## src/pkg/pcg_defs.svh

```systemverilog
// Constants for the clock generator block.
`ifndef PCG_DEFS_SVH
`define PCG_DEFS_SVH
`define PCG_N_W          12
`define PCG_N_RESET      12'h040
`define PCG_L_W          8
`define PCG_E_W          2
`define PCG_FNOM_HZ      32'h000116E8
`define PCG_LOCK_WIN     4'h2
`define PCG_TRACK_WIN    4'h4
`define PCG_CNT_W        4
`define PCG_DIFF_MID     4'h8
`define PCG_DIFF_MAX     4'hF
`define PCG_REF_DIV      8'h01
`endif

```

## src/pkg/pcg_pkg.sv

```systemverilog
// Types for the clock generator block.
`default_nettype none
package pcg_pkg;
	typedef enum logic [1:0] {
		PCG_ACQUIRE = 2'b01,
		PCG_TRACK   = 2'b10
	} pcg_mode_t;
	typedef logic [11:0] pcg_mult_t;
endpackage : pcg_pkg
`default_nettype wire

```

## src/design/pcg_clock_gen.sv

```systemverilog
// Clock generator: crystal path, feedback divider, lock detect, base select.
//******************************************************************
//******************************************************************
`timescale 1ns/100ps
`default_nettype none
`include "pcg_defs.svh"
module pcg_clock_gen #(
	parameter int N_W = `PCG_N_W
) (
	input  wire logic                 core_clk_in,
	input  wire logic                 rst_in,
	input  wire logic                 osc_in,
	input  wire logic                 vco_in,
	input  wire logic                 osc_enable_from_integration_in,
	input  wire logic                 osc_run_in_stop_in,
	input  wire logic                 pll_on_in,
	input  wire logic                 auto_bw_in,
	input  wire logic                 filter_tracking_select_in,
	input  wire logic                 base_clock_select_in,
	input  wire logic                 lock_change_irq_enable_in,
	input  wire pcg_pkg::pcg_mult_t   mult_n_in,
	input  wire logic [`PCG_L_W-1:0]  lin_l_in,
	input  wire logic [`PCG_E_W-1:0]  range_e_in,
	output logic                      osc_run_out,
	output logic                      crystal_clock_out,
	output logic                      pll_reference_clock_out,
	output logic                      vco_feedback_clock_out,
	output logic                      base_clock_out,
	output logic                      pump_up_out,
	output logic                      pump_down_out,
	output logic                      filter_tracking_select_out,
	output logic                      lock_out,
	output logic                      lock_irq_out,
	output logic [31:0]               centre_hz_out
);
	import pcg_pkg::*;

	if (N_W != `PCG_N_W) begin : g_n_w_check
		$error("N_W must match multiplier type width");
	end

	//**************************************************************
	// Input synchronisers
	//**************************************************************
	logic [1:0] osc_s1_r, osc_s2_r, osc_s3_r;
	logic [1:0] sync_nxt;
	always_comb begin
		sync_nxt = {vco_in, osc_in};
	end
	always_ff @(posedge core_clk_in or posedge rst_in) begin
		if (rst_in) begin
			osc_s1_r <= 2'h0;
			osc_s2_r <= 2'h0;
			osc_s3_r <= 2'h0;
		end else begin
			osc_s1_r <= sync_nxt;
			osc_s2_r <= osc_s1_r;
			osc_s3_r <= osc_s2_r;
		end
	end
	logic xtal_s, vco_s, xtal_rise, vco_rise;
	logic osc_en;
	always_comb begin
		osc_en    = osc_enable_from_integration_in | osc_run_in_stop_in;
		xtal_s    = osc_s2_r[0] & osc_en;
		vco_s     = osc_s2_r[1] & pll_on_in;
		xtal_rise = xtal_s & ~osc_s3_r[0];
		vco_rise  = vco_s & ~osc_s3_r[1];
	end

	//**************************************************************
	// Dividers, detectors and mode
	//**************************************************************
	pcg_mult_t             fb_cnt_r, fb_cnt_nxt;
	logic                  fb_clk_r, fb_clk_nxt;
	logic                  xhalf_r, xhalf_nxt, vhalf_r, vhalf_nxt;
	logic                  up_r, up_nxt, dn_r, dn_nxt;
	logic [`PCG_CNT_W-1:0] diff_r, diff_nxt;
	logic                  lock_r, lock_nxt, irq_r, irq_nxt;
	logic                  base_r, base_nxt;
	pcg_mode_t             mode_r, mode_nxt;
	logic                  track_r, track_nxt;
	logic                  fb_rise;
	always_comb begin
		fb_cnt_nxt = fb_cnt_r;
		fb_clk_nxt = fb_clk_r;
		xhalf_nxt  = xhalf_r ^ xtal_rise;
		vhalf_nxt  = vhalf_r ^ vco_rise;
		fb_rise    = 1'b0;
		if (vco_rise) begin
			if (fb_cnt_r >= mult_n_in - 12'h001) begin
				fb_cnt_nxt = 12'h000;
				fb_clk_nxt = 1'b1;
				fb_rise    = ~fb_clk_r;
			end else begin
				fb_cnt_nxt = fb_cnt_r + 12'h001;
				if (fb_cnt_r >= (mult_n_in >> 1)) begin
					fb_clk_nxt = 1'b0;
				end
			end
		end
		up_nxt = xtal_rise & ~fb_rise;
		dn_nxt = fb_rise & ~xtal_rise;
		diff_nxt = diff_r;
		// A stale count from an idle loop would block lock at start.
		if (!pll_on_in) begin
			diff_nxt = `PCG_DIFF_MID;
		end else if (xtal_rise & ~fb_rise) begin
			diff_nxt = (diff_r == `PCG_DIFF_MAX) ? diff_r : diff_r + 4'h1;
		end else if (fb_rise & ~xtal_rise) begin
			diff_nxt = (diff_r == 4'h0) ? diff_r : diff_r - 4'h1;
		end
		mode_nxt = mode_r;
		lock_nxt = 1'b0;
		if (!pll_on_in) begin
			mode_nxt = PCG_ACQUIRE;
		end else if (auto_bw_in) begin
			if (diff_r >= `PCG_DIFF_MID - `PCG_TRACK_WIN
			    && diff_r <= `PCG_DIFF_MID + `PCG_TRACK_WIN) begin
				mode_nxt = PCG_TRACK;
			end else begin
				mode_nxt = PCG_ACQUIRE;
			end
			lock_nxt = (diff_r >= `PCG_DIFF_MID - `PCG_LOCK_WIN)
			    && (diff_r <= `PCG_DIFF_MID + `PCG_LOCK_WIN);
		end else begin
			mode_nxt = filter_tracking_select_in ? PCG_TRACK : PCG_ACQUIRE;
		end
		irq_nxt = auto_bw_in & lock_change_irq_enable_in & (lock_nxt ^ lock_r);
		// halved source for the base clock.
		base_nxt  = base_clock_select_in ? vhalf_r : xhalf_r;
		track_nxt = (mode_nxt == PCG_TRACK);
	end
	always_ff @(posedge core_clk_in or posedge rst_in) begin
		if (rst_in) begin
			fb_cnt_r <= 12'h000;
			fb_clk_r <= 1'b0;
			xhalf_r  <= 1'b0;
			vhalf_r  <= 1'b0;
			up_r     <= 1'b0;
			dn_r     <= 1'b0;
			diff_r   <= `PCG_DIFF_MID;
			lock_r   <= 1'b0;
			irq_r    <= 1'b0;
			base_r   <= 1'b0;
			mode_r   <= PCG_ACQUIRE;
			track_r  <= 1'b0;
		end else begin
			fb_cnt_r <= fb_cnt_nxt;
			fb_clk_r <= fb_clk_nxt;
			xhalf_r  <= xhalf_nxt;
			vhalf_r  <= vhalf_nxt;
			up_r     <= up_nxt;
			dn_r     <= dn_nxt;
			diff_r   <= diff_nxt;
			lock_r   <= lock_nxt;
			irq_r    <= irq_nxt;
			base_r   <= base_nxt;
			mode_r   <= mode_nxt;
			track_r  <= track_nxt;
		end
	end

	//**************************************************************
	// Registered outputs
	//**************************************************************
	logic xo_r, ro_r, osc_run_r;
	logic [31:0] centre_r, centre_nxt;
	always_comb begin
		centre_nxt = 32'(({24'h0, lin_l_in} << range_e_in) * `PCG_FNOM_HZ);
	end
	always_ff @(posedge core_clk_in or posedge rst_in) begin
		if (rst_in) begin
			xo_r      <= 1'b0;
			ro_r      <= 1'b0;
			osc_run_r <= 1'b0;
			centre_r  <= 32'h0;
		end else begin
			xo_r      <= xtal_s;
			ro_r      <= xtal_s;
			osc_run_r <= osc_en;
			centre_r  <= centre_nxt;
		end
	end
	assign osc_run_out             = osc_run_r;
	assign crystal_clock_out       = xo_r;
	assign pll_reference_clock_out = ro_r;
	assign vco_feedback_clock_out  = fb_clk_r;
	assign base_clock_out          = base_r;
	assign pump_up_out             = up_r;
	assign pump_down_out           = dn_r;
	assign filter_tracking_select_out = track_r;
	assign lock_out                = lock_r;
	assign lock_irq_out            = irq_r;
	assign centre_hz_out           = centre_r;
endmodule : pcg_clock_gen
`default_nettype wire

```

## config.mk

```make
export PLATFORM = sky130hd
export DESIGN_NAME = pcg_clock_gen
export DESIGN_NICKNAME = d
export VERILOG_FILES = /design/src/pkg/pcg_pkg.sv /design/src/design/pcg_clock_gen.sv
export VERILOG_INCLUDE_DIRS = /design/src /design/src/pkg
export SDC_FILE = /design/constraint.sdc
export NUM_CORES = 1
export LEC_CHECK = 0
export BUFFER_PORTS_ARGS = -buffer_cell sky130_fd_sc_hd__buf_2
export CORE_MARGIN = 2
export CORE_UTILIZATION = 35
export DETAILED_ROUTE_END_ITERATION = 10
export HOLD_SLACK_MARGIN = 0.05
export SYNTH_ARGS = -nofsm -noshare
export SYNTH_HDL_FRONTEND = slang
export SYNTH_SLANG_ARGS = --single-unit
export TNS_END_PERCENT = 100
```

## constraint.sdc

```tcl
create_clock -name core_clk_in -period 3.7 [get_ports core_clk_in]
set_input_delay 0.185 -clock core_clk_in [delete_from_list [all_inputs] [get_ports core_clk_in]]
set_output_delay 0.185 -clock core_clk_in [all_outputs]
set_load 0.02 [all_outputs]
```

==> qor.csv <==
stage,metric,value,unit
final_layout,Layout fillers,1641,
worst_setup_path,Worst Path Max Fanout,6,
die,core area,0.0180,sq mm
routing,Routed WL,14700,microns
final_layout,ANT cells,0,
sta,Setup WS post-layout,-1.15,ns
sta,final setup fails,19,
grt,grt ovf,0,
grt,initial antenna violation count,0,
routing,Vias,5322,
clock_tree,clock insertion delay at the later pin of the skew report,0.33,ns
clock_tree,Sink Count,59,
worst_setup_path,Critical Path Start Type,primary input,
worst_setup_path,Crit Path Category,in2reg,
worst_setup_path,Worst R2R Setup Slack,0.55,ns
synth,Synth Register Bits,59,
run_status,failing checks,setup timing,
synth,Mapped Area,0.00641,sq mm
synth,post-synthesis async set-or-reset flop share,1.00,
clock_tree,CTS buffer count,9,
sta,Worst Max-Slew Pin Slew,0.766,ns
sta,Setup Skew,0.00902,ns
sta,Setup TNS,-16.62,ns
worst_setup_path,reg-to-reg startpoint,fb_cnt_r[9],
sta,final cycle utilization of the critical path,1.31,
sta,Max Slew Vio Count,0,
final_layout,Storage cell area,0.00148,sq mm
clock_tree,root buf cell,clkbuf_16,
final_layout,fin cells,1127,
synth,post-synthesis sequential area ratio,0.230,
final_layout,area delta synth->final,43.3,%
clock_tree,clock buffer depth,2,
sta,final hold vios,0,
job,# Max-Cap Violations,0,
routing,Antenna Violating Nets Remaining,0,
worst_setup_path,Crit. Startpoint,range_e_in[1],
run_status,outcome,"finished, violations left",
die,Initial Utilization,0.357,
synth,Synth cell types,57,
final_layout,"commonest non-fill, non-tap cell in the layout",buf_4,
worst_setup_path,Critical Path End Type,flip-flop,
worst_setup_path,CP Capture Point,centre_hz_out[27],
worst_setup_path,crit path DAT,5.07,ns
power_and_ir_drop,Peak VDD IR,0.000749,V
final_layout,layout cells sized above 1,0.391,
grt,Global Route Usage Sum,0.152,
clock_tree,CTS tree,done,
routing,Avg WL per Cell,13.0,microns
routing,Residual DRC,0,
synth,yosys warns,0,
sta,min cycle time layout,4.85,ns
die,I/O pins,75,
final_layout,most frequent cells in the layout,"134 x buf_4, 108 x ha_1, 97 x inv_1, 64 x buf_2, 58 x dfrtp_1",
power_and_ir_drop,pwr/cell area,1010,mW/mm^2
die,Site Rows,49,
power_and_ir_drop,Leak Pwr,4.74,nW
synth,Post-Syn Area per Cell,9.59,sq um
grt,vias in the first global route,5345,
die,die height,139,microns
die,total die area,0.0194,sq mm
clock_tree,clock slew seen by the registers of the worst setup and hold paths,0.05,ns
place,port buffer count,68,
die,Die Wd,139,microns
sta,RSZ-0062 raised after global routing,yes,
worst_setup_path,WP data required,3.92,ns
worst_setup_path,R2R Path End,diff_r[3],
clock_tree,# H-tree levels,3,
routing,Initial DRC Count,108,
synth,dominant synthesized flop cell,dfrtp_1,
routing,number of iterations in the first detailed-routing pass,6,
synth,Post-Syn Instances,669,
grt,largest net degree at the start of global routing,37,
place,Placed Cells,1089,
routing,vias per std cell,4.72,
sta,FMAX,206,MHz
place,DP HPWL,11800,microns
sta,Slew HR,0.489,
hold_path,Hold WC Path Type,in2reg,
synth,Post-synth EDFFs,0,
place,GP Congestion,0.806,
final_layout,area of the multi-input gates,0.00511,sq mm
grt,first-pass GRT wire length,24300,microns
final_layout,Nets,1098,
worst_setup_path,R2R cell count,13,
-- Yosys cell counts, types with 2 or more instances --
cell type / n / area (sq um)
a211oi_1: 4 / 30.0
a21boi_0: 2 / 15.0
a21o_1: 7 / 52.6
a21oi_1: 30 / 150
a31oi_1: 3 / 18.8
and2_1: 3 / 18.8
and3_1: 6 / 37.5
buf_4: 7 / 52.6
clkbuf_1: 6 / 22.5
dfrtp_1: 58 / 1450
fa_1: 43 / 861
ha_1: 129 / 1610
inv_1: 113 / 424
mux2_2: 6 / 67.6
mux2i_1: 6 / 60.1
nand2_1: 41 / 154
nand2b_1: 6 / 37.5
nand3_1: 7 / 35.0
nand4_1: 9 / 56.3
nor2_1: 36 / 135
nor2b_1: 3 / 18.8
nor3_1: 10 / 50.1
nor3b_1: 5 / 37.5
nor4_1: 4 / 25.0
o211ai_1: 5 / 37.5
o21a_1: 5 / 37.5
o21ai_0: 21 / 105
o21ai_1: 9 / 45.0
o21bai_1: 8 / 60.1
o22ai_1: 3 / 18.8
o31ai_1: 4 / 30.0
or2_2: 7 / 43.8
or3_1: 6 / 37.5
xnor2_1: 26 / 228
xor2_1: 9 / 78.8
-- registers in the layout (all words and copies together), names as in the netlist --
signal / flops
xhalf_r: 1
lock_out: 1
base_clock_out: 1
osc_run_out: 1
pll_reference_clock_out: 1
pump_up_out: 1
fb_cnt_r: 12
lock_irq_out: 1
filter_tracking_select_out: 1
vhalf_r: 1
vco_feedback_clock_out: 1
osc_s2_r: 2
diff_r: 4
centre_hz_out: 26
osc_s3_r: 2
pump_down_out: 1
osc_s1_r: 2
-- cell type report --
type                            instances  area share
Clock buffer                           12      0.0268
Clock inverter                          4     0.00558
Inverter                              113      0.0468
Multi-Input combinational cell        489       0.556
Sequential cell                        59       0.161
Tap cell                              229      0.0312
Timing Repair Buffer                  221       0.173
-- metal layers --
layer	part of all wire	vias up	GRT usage
met5	0	-	0
met4	0.010	0	0.0388
met3	0.021	11	0.0231
met2	0.50	56	0.267
met1	0.46	2550	0.195
li1	-	2705	-
-- worst max-delay path: stages --
cell and delay [ns]:
buf_12 0.11, mux2_4 0.31, or2_4 0.24, o21ai_4 0.08, fa_1 0.45, inv_2 0.08, ha_4 0.20, fa_1 0.55
ha_4 0.21, fa_1 0.53, inv_1 0.05, fa_1 0.49, inv_2 0.05, ha_4 0.23, a2111oi_4 0.36, o21ai_2 0.13
a41oi_4 0.22, a211oi_2 0.12, or2_4 0.25, o41ai_2 0.21
-- stage by stage --
step	hold slack [ns]	cell area, sq um	utilization	setup slack, ns	total power (W)
6_report	0.0692	9190	0.512	-1.15	0.00925
5_1_grt	0.0648	9190	0.512	-1.30	0.0100
4_1_cts	0.0524	8790	0.489	-1.21	0.00836
3_5_place_dp	0.301	8220	0.458	-1.69	0.00669
3_3_place_gp	0.297	8220	0.458	-1.62	0.00665
2_1_floorplan	0.216	6750	-	-1.26	0.00464
-- power by group --
group	internal (W)	switching (W)	total (W)	leakage, nW
Combinational	0.00388	0.00361	0.00749	3.87
Sequential	0.000853	0.0000751	0.000928	0.728
Clock	0.000539	0.000294	0.000833	0.143
Total	0.00527	0.00398	0.00925	4.74
-- cell families (layout without fill, tap and decap cells) --
family / Yosys count / after routing / share of synthesized area
other: 1 / 6 / 0.000585
AO/OA/AOI/OAI: 115 / 115 / 0.123
buffers and inverters: 126 / 350 / 0.0778
adder cells (fa/ha/maj): 172 / 172 / 0.386
XOR/XNOR: 35 / 35 / 0.0478
flip-flops: 59 / 59 / 0.230
multiplexers: 13 / 13 / 0.0216
AND/OR/NAND/NOR: 148 / 148 / 0.113
-- timing repair --
action                                  CTS  global route
endpoints found under the setup margin   19            20
hold buffers                              3             0
setup buffers                             6            19
resized for setup                        41            61
pin swaps                                36            51
endpoints found under the hold margin    36             0
cloned                                    0             0
-- worst min path at each step --
stage | start | slack [ns] | cells past startpoint | endpoint
after detailed placement | vco_in | 0.30 | 1 | osc_s1_r[1]
after CTS | osc_enable_from_integration_in | 0.05 | 2 | osc_run_out
final | osc_enable_from_integration_in | 0.07 | 2 | osc_run_out
after global routing | osc_enable_from_integration_in | 0.06 | 2 | osc_run_out
after global placement | vco_in | 0.30 | 1 | osc_s1_r[1]
after floorplan | osc_in | 0.22 | 0 | osc_s1_r[0]
(Power assumes the default switching activity.)
